File: config.mk
export PLATFORM = sky130hd
export DESIGN_NAME = loop_bw_regs
export DESIGN_NICKNAME = d
export VERILOG_FILES = /design/src/loop_bw_pkg.sv /design/src/loop_bw_regs.sv /design/src/bw_code_decode.sv
export VERILOG_INCLUDE_DIRS = /design/src
export SDC_FILE = /design/constraint.sdc
export NUM_CORES = 1
export LEC_CHECK = 0
export BUFFER_PORTS_ARGS = -buffer_cell sky130_fd_sc_hd__buf_2
export CORE_ASPECT_RATIO = 0.6
export CORE_MARGIN = 2
export CORE_UTILIZATION = 36
export CTS_CLUSTER_SIZE = 30
export DETAILED_ROUTE_END_ITERATION = 12
export GPL_ROUTABILITY_DRIVEN = 0
export SETUP_SLACK_MARGIN = 0.05
export SLEW_MARGIN = 10
export SYNTH_ARGS = -nofsm -noshare
export SYNTH_HDL_FRONTEND = slang
export SYNTH_SLANG_ARGS = --single-unit
File: constraint.sdc
create_clock -name sys_clk_i -period 3 [get_ports sys_clk_i]
set_input_delay 0.3 -clock sys_clk_i [delete_from_list [all_inputs] [get_ports sys_clk_i]]
set_output_delay 0.3 -clock sys_clk_i [all_outputs]
set_load 0.01 [all_outputs]
File: src/loop_bw_cfg.svh
// register offsets, field positions, reset values and code maps for the
// loop bandwidth configuration bank; assumes an 8-bit register address space
`ifndef LOOP_BW_CFG_SVH
`define LOOP_BW_CFG_SVH

`define ADDR_SECOND_LOOP_BANDWIDTH       8'h66
`define ADDR_FIRST_LOOP_LOCKED_BANDWIDTH 8'h67
`define ADDR_FIRST_LOOP_ACQUIRE_BANDWIDTH 8'h69
`define ADDR_SECOND_LOOP_DAMPING_GAIN    8'h6A

`define RST_SECOND_LOOP_BANDWIDTH        8'h00
`define RST_FIRST_LOOP_LOCKED_BANDWIDTH  8'h10
`define RST_FIRST_LOOP_ACQUIRE_BANDWIDTH 8'h11
`define RST_SECOND_LOOP_DAMPING_GAIN     8'h13

// bits that hold storage; all others ignore writes and read as zero
`define MASK_SECOND_LOOP_BANDWIDTH       8'h03
`define MASK_FIRST_LOOP_LOCKED_BANDWIDTH 8'h03
`define MASK_FIRST_LOOP_ACQUIRE_BANDWIDTH 8'h0F
`define MASK_SECOND_LOOP_DAMPING_GAIN    8'h77

`define GAIN_FIELD_LSB                   4
`define GAIN_FIELD_MSB                   6
`define DAMPING_FIELD_MSB                2

// bandwidth code maps
`define SECOND_CODE_18                   2'h0
`define SECOND_CODE_35                   2'h1
`define SECOND_CODE_70                   2'h2
`define FIRST_CODE_18                    2'h3
`define FIRST_CODE_35                    2'h0
`define FIRST_CODE_70                    2'h1

`endif

File: src/loop_bw_pkg.sv
// types shared by the loop bandwidth configuration bank
// assumes nothing beyond a SystemVerilog compiler
package loop_bw_pkg;
	// one-hot bandwidth selection driven to a loop
	typedef enum logic [2:0] {
		BW_NONE = 3'h0,
		BW_18HZ = 3'h1,
		BW_35HZ = 3'h2,
		BW_70HZ = 3'h4
	} bw_onehot_t;

	typedef logic [7:0] reg_byte_t;
endpackage

File: src/loop_bw_regs.sv
// loop bandwidth configuration registers for two digital loops
// assumes the serial configuration port hands over byte accesses on sys_clk_i
// and that loop status and neighbour-register bits arrive on the same clock
//
// Function
// - Second loop code 00/01/10 selects 18/35/70 Hz; code 11 is unused.
// - Locked code 11/00/01 gives 18/35/70 Hz; mode bit: always or locked.
// - Acquire code 11/00/01 gives 18/35/70 Hz while acquiring; 10 unused.
// - Mode bit ignores acquire bandwidth or applies it while unlocked.
// - Damping bits 6:4 set detector gain, used only when gain select is on.
`timescale 1ns/1ns
`include "loop_bw_cfg.svh"
module loop_bw_regs (
	input  wire logic       sys_clk_i,
	input  wire logic       rst_i,
	input  wire logic [7:0] cfg_addr_i,
	input  wire logic [7:0] cfg_wdata_i,
	input  wire logic       cfg_wr_i,
	input  wire logic       cfg_rd_i,
	output logic      [7:0] cfg_rdata_o,
	output logic            cfg_rvalid_o,
	input  wire logic       first_locked_i,
	input  wire logic       auto_bw_sel_i,
	input  wire logic       gain_sel_en_i,
	output logic      [2:0] second_bw_o,
	output logic      [2:0] first_bw_o,
	output logic      [2:0] detector_gain_o,
	output logic            detector_gain_en_o,
	output logic      [2:0] second_damping_o
);

	////////////////////////////////////////////////////////////////////////
	// register storage

	logic [7:0] second_bw_q;
	logic [7:0] first_locked_q;
	logic [7:0] first_acq_q;
	logic [7:0] damping_q;

	// masked writes keep unused positions at zero
	always_ff @(posedge sys_clk_i or posedge rst_i) begin
		if (rst_i) begin
			second_bw_q    <= `RST_SECOND_LOOP_BANDWIDTH
				& `MASK_SECOND_LOOP_BANDWIDTH;
			first_locked_q <= `RST_FIRST_LOOP_LOCKED_BANDWIDTH
				& `MASK_FIRST_LOOP_LOCKED_BANDWIDTH;
			first_acq_q    <= `RST_FIRST_LOOP_ACQUIRE_BANDWIDTH
				& `MASK_FIRST_LOOP_ACQUIRE_BANDWIDTH;
			damping_q      <= `RST_SECOND_LOOP_DAMPING_GAIN
				& `MASK_SECOND_LOOP_DAMPING_GAIN;
		end else if (cfg_wr_i) begin
			case (cfg_addr_i)
				`ADDR_SECOND_LOOP_BANDWIDTH: begin
					second_bw_q <= cfg_wdata_i & `MASK_SECOND_LOOP_BANDWIDTH;
				end
				`ADDR_FIRST_LOOP_LOCKED_BANDWIDTH: begin
					first_locked_q <= cfg_wdata_i
						& `MASK_FIRST_LOOP_LOCKED_BANDWIDTH;
				end
				`ADDR_FIRST_LOOP_ACQUIRE_BANDWIDTH: begin
					first_acq_q <= cfg_wdata_i
						& `MASK_FIRST_LOOP_ACQUIRE_BANDWIDTH;
				end
				`ADDR_SECOND_LOOP_DAMPING_GAIN: begin
					damping_q <= cfg_wdata_i & `MASK_SECOND_LOOP_DAMPING_GAIN;
				end
				default: begin
				end
			endcase
		end
	end

	////////////////////////////////////////////////////////////////////////
	// read port: one cycle latency, unmapped addresses return zero

	always_ff @(posedge sys_clk_i or posedge rst_i) begin
		if (rst_i) begin
			cfg_rdata_o  <= 8'h00;
			cfg_rvalid_o <= 1'b0;
		end else begin
			cfg_rvalid_o <= cfg_rd_i;
			if (cfg_rd_i) begin
				case (cfg_addr_i)
					`ADDR_SECOND_LOOP_BANDWIDTH:        cfg_rdata_o <= second_bw_q;
					`ADDR_FIRST_LOOP_LOCKED_BANDWIDTH:  cfg_rdata_o <= first_locked_q;
					`ADDR_FIRST_LOOP_ACQUIRE_BANDWIDTH: cfg_rdata_o <= first_acq_q;
					`ADDR_SECOND_LOOP_DAMPING_GAIN:     cfg_rdata_o <= damping_q;
					default:                            cfg_rdata_o <= 8'h00;
				endcase
			end
		end
	end

	////////////////////////////////////////////////////////////////////////
	// code decoders

	loop_bw_pkg::bw_onehot_t second_sel;
	loop_bw_pkg::bw_onehot_t locked_sel;
	loop_bw_pkg::bw_onehot_t acq_sel;
	logic                    second_ok;
	logic                    locked_ok;
	logic                    acq_ok;

	bw_code_decode #(
		.CODE_18 (`SECOND_CODE_18),
		.CODE_35 (`SECOND_CODE_35),
		.CODE_70 (`SECOND_CODE_70)
	) u_second_dec (
		.code_i  (second_bw_q[1:0]),
		.sel_o   (second_sel),
		.valid_o (second_ok)
	);

	bw_code_decode #(
		.CODE_18 (`FIRST_CODE_18),
		.CODE_35 (`FIRST_CODE_35),
		.CODE_70 (`FIRST_CODE_70)
	) u_locked_dec (
		.code_i  (first_locked_q[1:0]),
		.sel_o   (locked_sel),
		.valid_o (locked_ok)
	);

	// only the low two bits of the acquire field carry a code
	bw_code_decode #(
		.CODE_18 (`FIRST_CODE_18),
		.CODE_35 (`FIRST_CODE_35),
		.CODE_70 (`FIRST_CODE_70)
	) u_acq_dec (
		.code_i  (first_acq_q[1:0]),
		.sel_o   (acq_sel),
		.valid_o (acq_ok)
	);

	////////////////////////////////////////////////////////////////////////
	// second loop bandwidth; a reserved code keeps the last legal choice

	always_ff @(posedge sys_clk_i or posedge rst_i) begin
		if (rst_i) begin
			second_bw_o <= loop_bw_pkg::BW_18HZ;
		end else if (second_ok) begin
			second_bw_o <= second_sel;
		end
	end

	////////////////////////////////////////////////////////////////////////
	// first loop bandwidth: acquire value only in auto mode while unlocked

	logic use_acq;
	assign use_acq = auto_bw_sel_i && !first_locked_i;

	always_ff @(posedge sys_clk_i or posedge rst_i) begin
		if (rst_i) begin
			first_bw_o <= loop_bw_pkg::BW_35HZ;
		end else if (use_acq) begin
			if (acq_ok) begin
				first_bw_o <= acq_sel;
			end
		end else if (locked_ok) begin
			first_bw_o <= locked_sel;
		end
	end

	////////////////////////////////////////////////////////////////////////
	// second detector gain and damping fields

	always_ff @(posedge sys_clk_i or posedge rst_i) begin
		if (rst_i) begin
			detector_gain_o    <= 3'h0;
			detector_gain_en_o <= 1'b0;
			second_damping_o   <= 3'h0;
		end else begin
			detector_gain_o <= damping_q[`GAIN_FIELD_MSB:`GAIN_FIELD_LSB];
			detector_gain_en_o <= gain_sel_en_i;
			second_damping_o <= damping_q[`DAMPING_FIELD_MSB:0];
		end
	end
endmodule // loop_bw_regs

File: src/bw_code_decode.sv
// decodes a two-bit bandwidth code into a one-hot selection
// assumes the caller holds the last legal value when valid_o is low
`timescale 1ns/1ns
module bw_code_decode #(
	parameter logic [1:0] CODE_18 = 2'h0,
	parameter logic [1:0] CODE_35 = 2'h1,
	parameter logic [1:0] CODE_70 = 2'h2
) (
	input  wire logic [1:0] code_i,
	output loop_bw_pkg::bw_onehot_t sel_o,
	output logic            valid_o
);
	// the leftover code maps to nothing, so reserved values never steer a loop
	always_comb begin
		sel_o   = loop_bw_pkg::BW_NONE;
		valid_o = 1'b1;
		if (code_i == CODE_18) begin
			sel_o = loop_bw_pkg::BW_18HZ;
		end else if (code_i == CODE_35) begin
			sel_o = loop_bw_pkg::BW_35HZ;
		end else if (code_i == CODE_70) begin
			sel_o = loop_bw_pkg::BW_70HZ;
		end else begin
			valid_o = 1'b0;
		end
	end
endmodule // bw_code_decode

==> results of run 1 <==
-- sequential cells by signal (all words and copies together) (netlist names), 2 cells and up --
register	count
cfg_rdata_o	7
damping_q	6
first_acq_q	4
detector_gain_o	3
first_bw_o	3
second_bw_o	3
second_damping_o	3
first_locked_q	2
second_bw_q	2
-- cell usage after synthesis (2+ instances only) --
| cell | number | area [µm²] |
|---|---|---|
| nand2_1 | 4 | 15.0 |
| nor2b_1 | 4 | 25.0 |
| inv_1 | 11 | 41.3 |
| a21boi_0 | 2 | 15.0 |
| a22oi_1 | 2 | 15.0 |
| a22o_1 | 4 | 35.0 |
| mux2_1 | 4 | 45.0 |
| dfstp_2 | 6 | 158 |
| nand3_1 | 3 | 15.0 |
| mux2_2 | 4 | 45.0 |
| nand2b_1 | 2 | 12.5 |
| mux2_4 | 6 | 90.1 |
| dfrtp_1 | 29 | 726 |
| nor2_1 | 2 | 7.51 |
| and2_1 | 3 | 18.8 |
| and3b_1 | 3 | 26.3 |
| clkbuf_1 | 2 | 7.51 |
| o22ai_1 | 6 | 37.5 |
| nor3b_1 | 2 | 15.0 |
-- logic make-up (layout without fill, tap and decap cells) --
family                 after synthesis  after routing  synth area share, %
multiplexers                        15             15                 12.7
other                                1              1                0.250
AND/OR/NAND/NOR                     28             28                 12.7
flip-flops                          35             35                 58.9
AO/OA/AOI/OAI                       22             22                 10.9
buffers and inverters               15             62                 4.51
-- final cells by class --
cell class / count / area (µm²)
clock buffers: 7 / 76.3
inverters: 11 / 41.3
fillers: 363 / 2220
multi-input cells: 66 / 548
well taps: 50 / 62.6
repair buffers: 43 / 218
flip-flops and latches: 35 / 883
clock inverters: 1 / 5.00
-- worst max-delay path: stages --
cell and delay, ns:
buf_2 0.09, and4bb_4 0.37, and3_4 0.20, and2_1 0.41, mux2_4 0.34
-- path summary, 6_finish.rpt --
path	start	endpoint	slack (ns)	cells after the start
worst max-delay path	cfg_addr_i[4]	damping_q[5]	1.45	5
worst min-delay path	rst_i	cfg_rdata_o[6]	0.09	2
worst max register to register	first_acq_q[0]	first_bw_o[2]	1.91	2
worst min register to register	damping_q[4]	detector_gain_o[0]	0.41	0
max in group asynchronous	rst_i	first_acq_q[0]	2.14	3
min in group sys_clk_i	gain_sel_en_i	detector_gain_en_o	0.12	1
-- power by group --
part	leakage [µW]	total, µW	internal, µW	switching, µW
Combinational	0.000405	77.1	35.3	41.8
Sequential	0.000460	505	494	11.4
Clock	0.0000422	321	163	158
Total	0.000907	903	692	211
-- routing by layer --
metal / vias to the layer above / GRT usage [%] / routed length (µm)
met5: - / 0 / 0
met4: 0 / 6.67 / 55
met3: 4 / 6.60 / 176
met2: 25 / 22.3 / 1370
li1: 501 / - / -
met1: 499 / 18.1 / 1460
-- per-stage QoR --
stage	instance area (µm²)	hold WS [ns]	cells	setup slack, ns	util (%)
floorplan	1500	0.331	116	1.50	-
global placement	1750	0.389	205	1.19	43.2
detailed placement	1750	0.400	205	1.17	43.2
CTS	1830	0.109	213	1.47	45.2
global route	1830	0.108	213	1.44	45.2
finish	1830	0.0919	213	1.45	45.2
==> impl_metrics.env, run 1 <==
export IMPL_hold_buffers=0
export IMPL_grt_pass1_wl_um=5000
export IMPL_start_util_pct=37.0
export IMPL_hold_viol_final=0
export IMPL_cap_violations=0
export IMPL_fin_tns_setup_ns=0
export IMPL_clk_insertion_delay_late_ns=0.29
export IMPL_grt_pass1_vias=1084
export IMPL_fp_dieArea_mm2=0.00471
export IMPL_end_kind="register"
export IMPL_crit_type="in2reg"
export IMPL_wirelength_um=3070
export IMPL_antenna_found_initial=0
export IMPL_cts_tree="done"
export IMPL_finalSetupViolations=0
export IMPL_ys_ff_latch=35
export IMPL_port_buffers=42
export IMPL_min_period_over_period_pct=51.7
export IMPL_clk_path_buf_depth=2
export IMPL_ys_types=36
export IMPL_period_needed_ns=1.55
export IMPL_async_reset_ff_share_pct=100
export IMPL_worst_setup_path_start_kind="input pin"
export IMPL_final_common_cell="buf_2"
export IMPL_synth_seq_area_share_pct=58.9
export IMPL_vdd_drop_max_mv=0.163
export IMPL_arrival_ns=1.72
export IMPL_fp_dieH_um=54.0
export IMPL_p_per_area_mw_per_mm2=492
export IMPL_htree_levels=2
export IMPL_grt_start_max_net_pins=20
export IMPL_rows=18
export IMPL_grtUsageTotal_pct=14.7
export IMPL_first_pass_iters=4
export IMPL_fp_dieW_um=87.3
export IMPL_syn_area_mm2=0.00150
export IMPL_post_drt_wl_per_cell_um=14.4
export IMPL_dpl_hpwl_um=2350
export IMPL_vias=1029
export IMPL_slew_violations=0
export IMPL_drt_vias_per_instance=4.83
export IMPL_rsz0062_at_grt="false"
export IMPL_synth_avg_cell_area_um2=12.9
export IMPL_nets=185
export IMPL_crit_fanout=6
export IMPL_drt_first_iter_violations=40
export IMPL_max_freq_ghz=0.645
export IMPL_drc=0
export IMPL_required_ns=3.17
export IMPL_syn_to_final_growth_pct=22.4
export IMPL_synth_flop_cell="dfrtp_1"
export IMPL_p_leak_uw=0.000907
export IMPL_coreArea_mm2=0.00405
export IMPL_cts_resized=0
export IMPL_antenna_cells=0
export IMPL_p_total_uw=903
export IMPL_worst_pin_slew_ns=0.654
export IMPL_layout_drive_gt1_share_pct=42.3
export IMPL_grt_overflow=0
export IMPL_status="complete, no violations"
export IMPL_cts_sinks=35
export IMPL_io_pins=45
export IMPL_clock_root_buffer="clkbuf_8"
export IMPL_synthCells=116
export IMPL_layout_common_cells="buf_2, dfrtp_1, inv_1"
export IMPL_antenna_left=0
export IMPL_skew_ns=0.00609
export IMPL_hp_class="in2async"
export IMPL_cts_inserted_buffers=5
export IMPL_path_clk_slew_ns=0.07
export IMPL_yosys_warnings=0
export IMPL_synth_edf_count=0
export IMPL_slew_headroom_pct=56.4
export IMPL_cts_setup_buffers=0
export IMPL_syn_num_nets=139
No activity file was read; power rests on OpenSTA's default activity.
==> run 2: changes to the inputs <==
==> constraint.sdc (replaced) <==
create_clock -name sys_clk_i -period 1.3 [get_ports sys_clk_i]
set_input_delay 0.13 -clock sys_clk_i [delete_from_list [all_inputs] [get_ports sys_clk_i]]
set_output_delay 0.13 -clock sys_clk_i [all_outputs]
set_load 0.01 [all_outputs]
==> impl_metrics.env, run 2 (synthesized netlist as in run 1, its figures left out) <==
export IMPL_antenna_left=0
export IMPL_num_fill_cells=347
export IMPL_path_clk_slew_ns=0.07
export IMPL_first_pass_iters=4
export IMPL_utilization_pct=49.6
export IMPL_rsz0062_at_grt="false"
export IMPL_hold_slack_ns=0.0504
export IMPL_grt_pass1_wl_um=5410
export IMPL_min_from="cfg_wdata_i[3]"
export IMPL_syn_to_final_growth_pct=34.1
export IMPL_largest_register_ffs=7
export IMPL_drt_vias_per_instance=4.86
export IMPL_start_util_pct=37.0
export IMPL_antenna_found_initial=0
export IMPL_fin_tns_setup_ns=0
export IMPL_timing_rr_end="first_bw_o[2]"
export IMPL_layout_drive_gt1_share_pct=48.9
export IMPL_htree_levels=2
export IMPL_fp_dieH_um=54.0
export IMPL_hp_class="in2reg"
export IMPL_port_buffers=42
export IMPL_post_drt_wl_per_cell_um=14.4
export IMPL_fp_dieW_um=87.3
export IMPL_reg2reg_slack_ns=0.19
export IMPL_fp_dieArea_mm2=0.00471
export IMPL_nets=202
export IMPL_grt_overflow=0
export IMPL_min_period_over_period_pct=85.6
export IMPL_clk_insertion_delay_late_ns=0.29
export IMPL_wirelength_um=3320
export IMPL_clk_path_buf_depth=2
export IMPL_hold_depth=2
export IMPL_slew_violations=0
export IMPL_whs_endpoint="first_acq_q[3]"
export IMPL_p_leak_uw=0.00101
export IMPL_largestRegisters="cfg_rdata_o: 7 flops, damping_q: 6 flops, first_acq_q: 4 flops"
export IMPL_finalSetupViolations=0
export IMPL_cts_setup_buffers=0
export IMPL_cts_sinks=35
export IMPL_crit_type="reg2reg"
export IMPL_grt_start_max_net_pins=20
export IMPL_required_ns=1.47
export IMPL_arrival_ns=1.28
export IMPL_grt_pass1_vias=1153
export IMPL_cap_violations=0
export IMPL_r2r_start="first_acq_q[0]"
export IMPL_rows=18
export IMPL_antenna_cells=0
export IMPL_grtUsageTotal_pct=15.7
export IMPL_drt_first_iter_violations=36
export IMPL_clock_root_buffer="clkbuf_8"
export IMPL_hold_viol_final=0
export IMPL_final_common_cell="buf_2"
export IMPL_layout_common_cells="buf_2, dfrtp_1, buf_4"
export IMPL_p_per_area_mw_per_mm2=1170
export IMPL_met2_usage_pct=25.3
export IMPL_max_freq_ghz=0.898
export IMPL_period_needed_ns=1.11
export IMPL_rr_worst_depth=2
export IMPL_crit_fanout=5
export IMPL_drc=0
export IMPL_cts_inserted_buffers=5
export IMPL_worst_setup_path_start_kind="register"
export IMPL_status="complete, no violations"
export IMPL_coreArea_mm2=0.00405
export IMPL_end_kind="register"
export IMPL_layout_setup_ws_ns=0.187
export IMPL_met3_usage_pct=4.29
export IMPL_dp_slack_ns=-0.109
export IMPL_busiest_layer="met2"
export IMPL_dpl_hpwl_um=2570
export IMPL_met1_usage_pct=20.3
export IMPL_vdd_drop_max_mv=0.433
export IMPL_cts_tree="done"
export IMPL_io_pins=45
export IMPL_vias=1118
export IMPL_top_register="cfg_rdata_o"
export IMPL_skew_ns=0.00362
[run 2: cell types whose count changed in the layout (fill, tap and decap cells not counted), moves of 2 or more]
cell	change
mux2_2	-2
dlygate4sd3_1	+2
buf_4	+15
mux2_4	+2
clkbuf_1	-2
[run 2: how the worst max path moves through the flow]
stage                              start        endpoint  slack, ns  cells past startpoint
final                     first_acq_q[0]   first_bw_o[2]       0.19                      2
after global routing       cfg_addr_i[7]  cfg_rdata_o[1]       0.14                      6
after CTS                 first_acq_q[0]   first_bw_o[2]       0.19                      2
after detailed placement   cfg_addr_i[7]    damping_q[6]      -0.11                      5
after global placement     cfg_addr_i[7]    damping_q[6]      -0.09                      5
after floorplan            cfg_addr_i[7]    damping_q[2]      -0.02                      5
[run 2: layer usage]
metal / vias to the layer above / part of all wire [%]
met2: 27 / 45
met1: 548 / 48
li1: 538 / -
met3: 5 / 4.6
met5: - / 0
met4: 0 / 1.6
[run 2: per-stage QoR]
stage / instances / instance area [µm²] / total power, µW
2_1_floorplan: 116 / 1510 / 1280
3_3_place_gp: 220 / 1880 / 1390
3_5_place_dp: 220 / 1880 / 1400
4_1_cts: 230 / 2010 / 2390
5_1_grt: 230 / 2010 / 2460
6_report: 230 / 2010 / 2360
[run 2: critical path, stage by stage (launching register included)]
cell and delay (ns):
dfstp_2 0.57, o22ai_1 0.08, a221o_1 0.35
[run 2: power breakdown]
part,internal (µW),switching [µW]
logic,109,103
clock network,571,408
registers,1140,28.9
[run 2: layout make-up]
cell class                      count  area, µm²  share of cell area, %
Multi-Input combinational cell     66        559                   27.8
Timing Repair Buffer               60        350                   17.4
Clock inverter                      3       43.8                   2.18
Tap cell                           50       62.6                   3.11
Sequential cell                    35        883                   44.0
Clock buffer                        5       68.8                   3.42
Inverter                           11       41.3                   2.05
[run 2: what timing repair did]
action / CTS / global route
endpoints found under the hold margin: 30 / 0
gates resized for setup: 0 / 0
hold buffers: 2 / 0
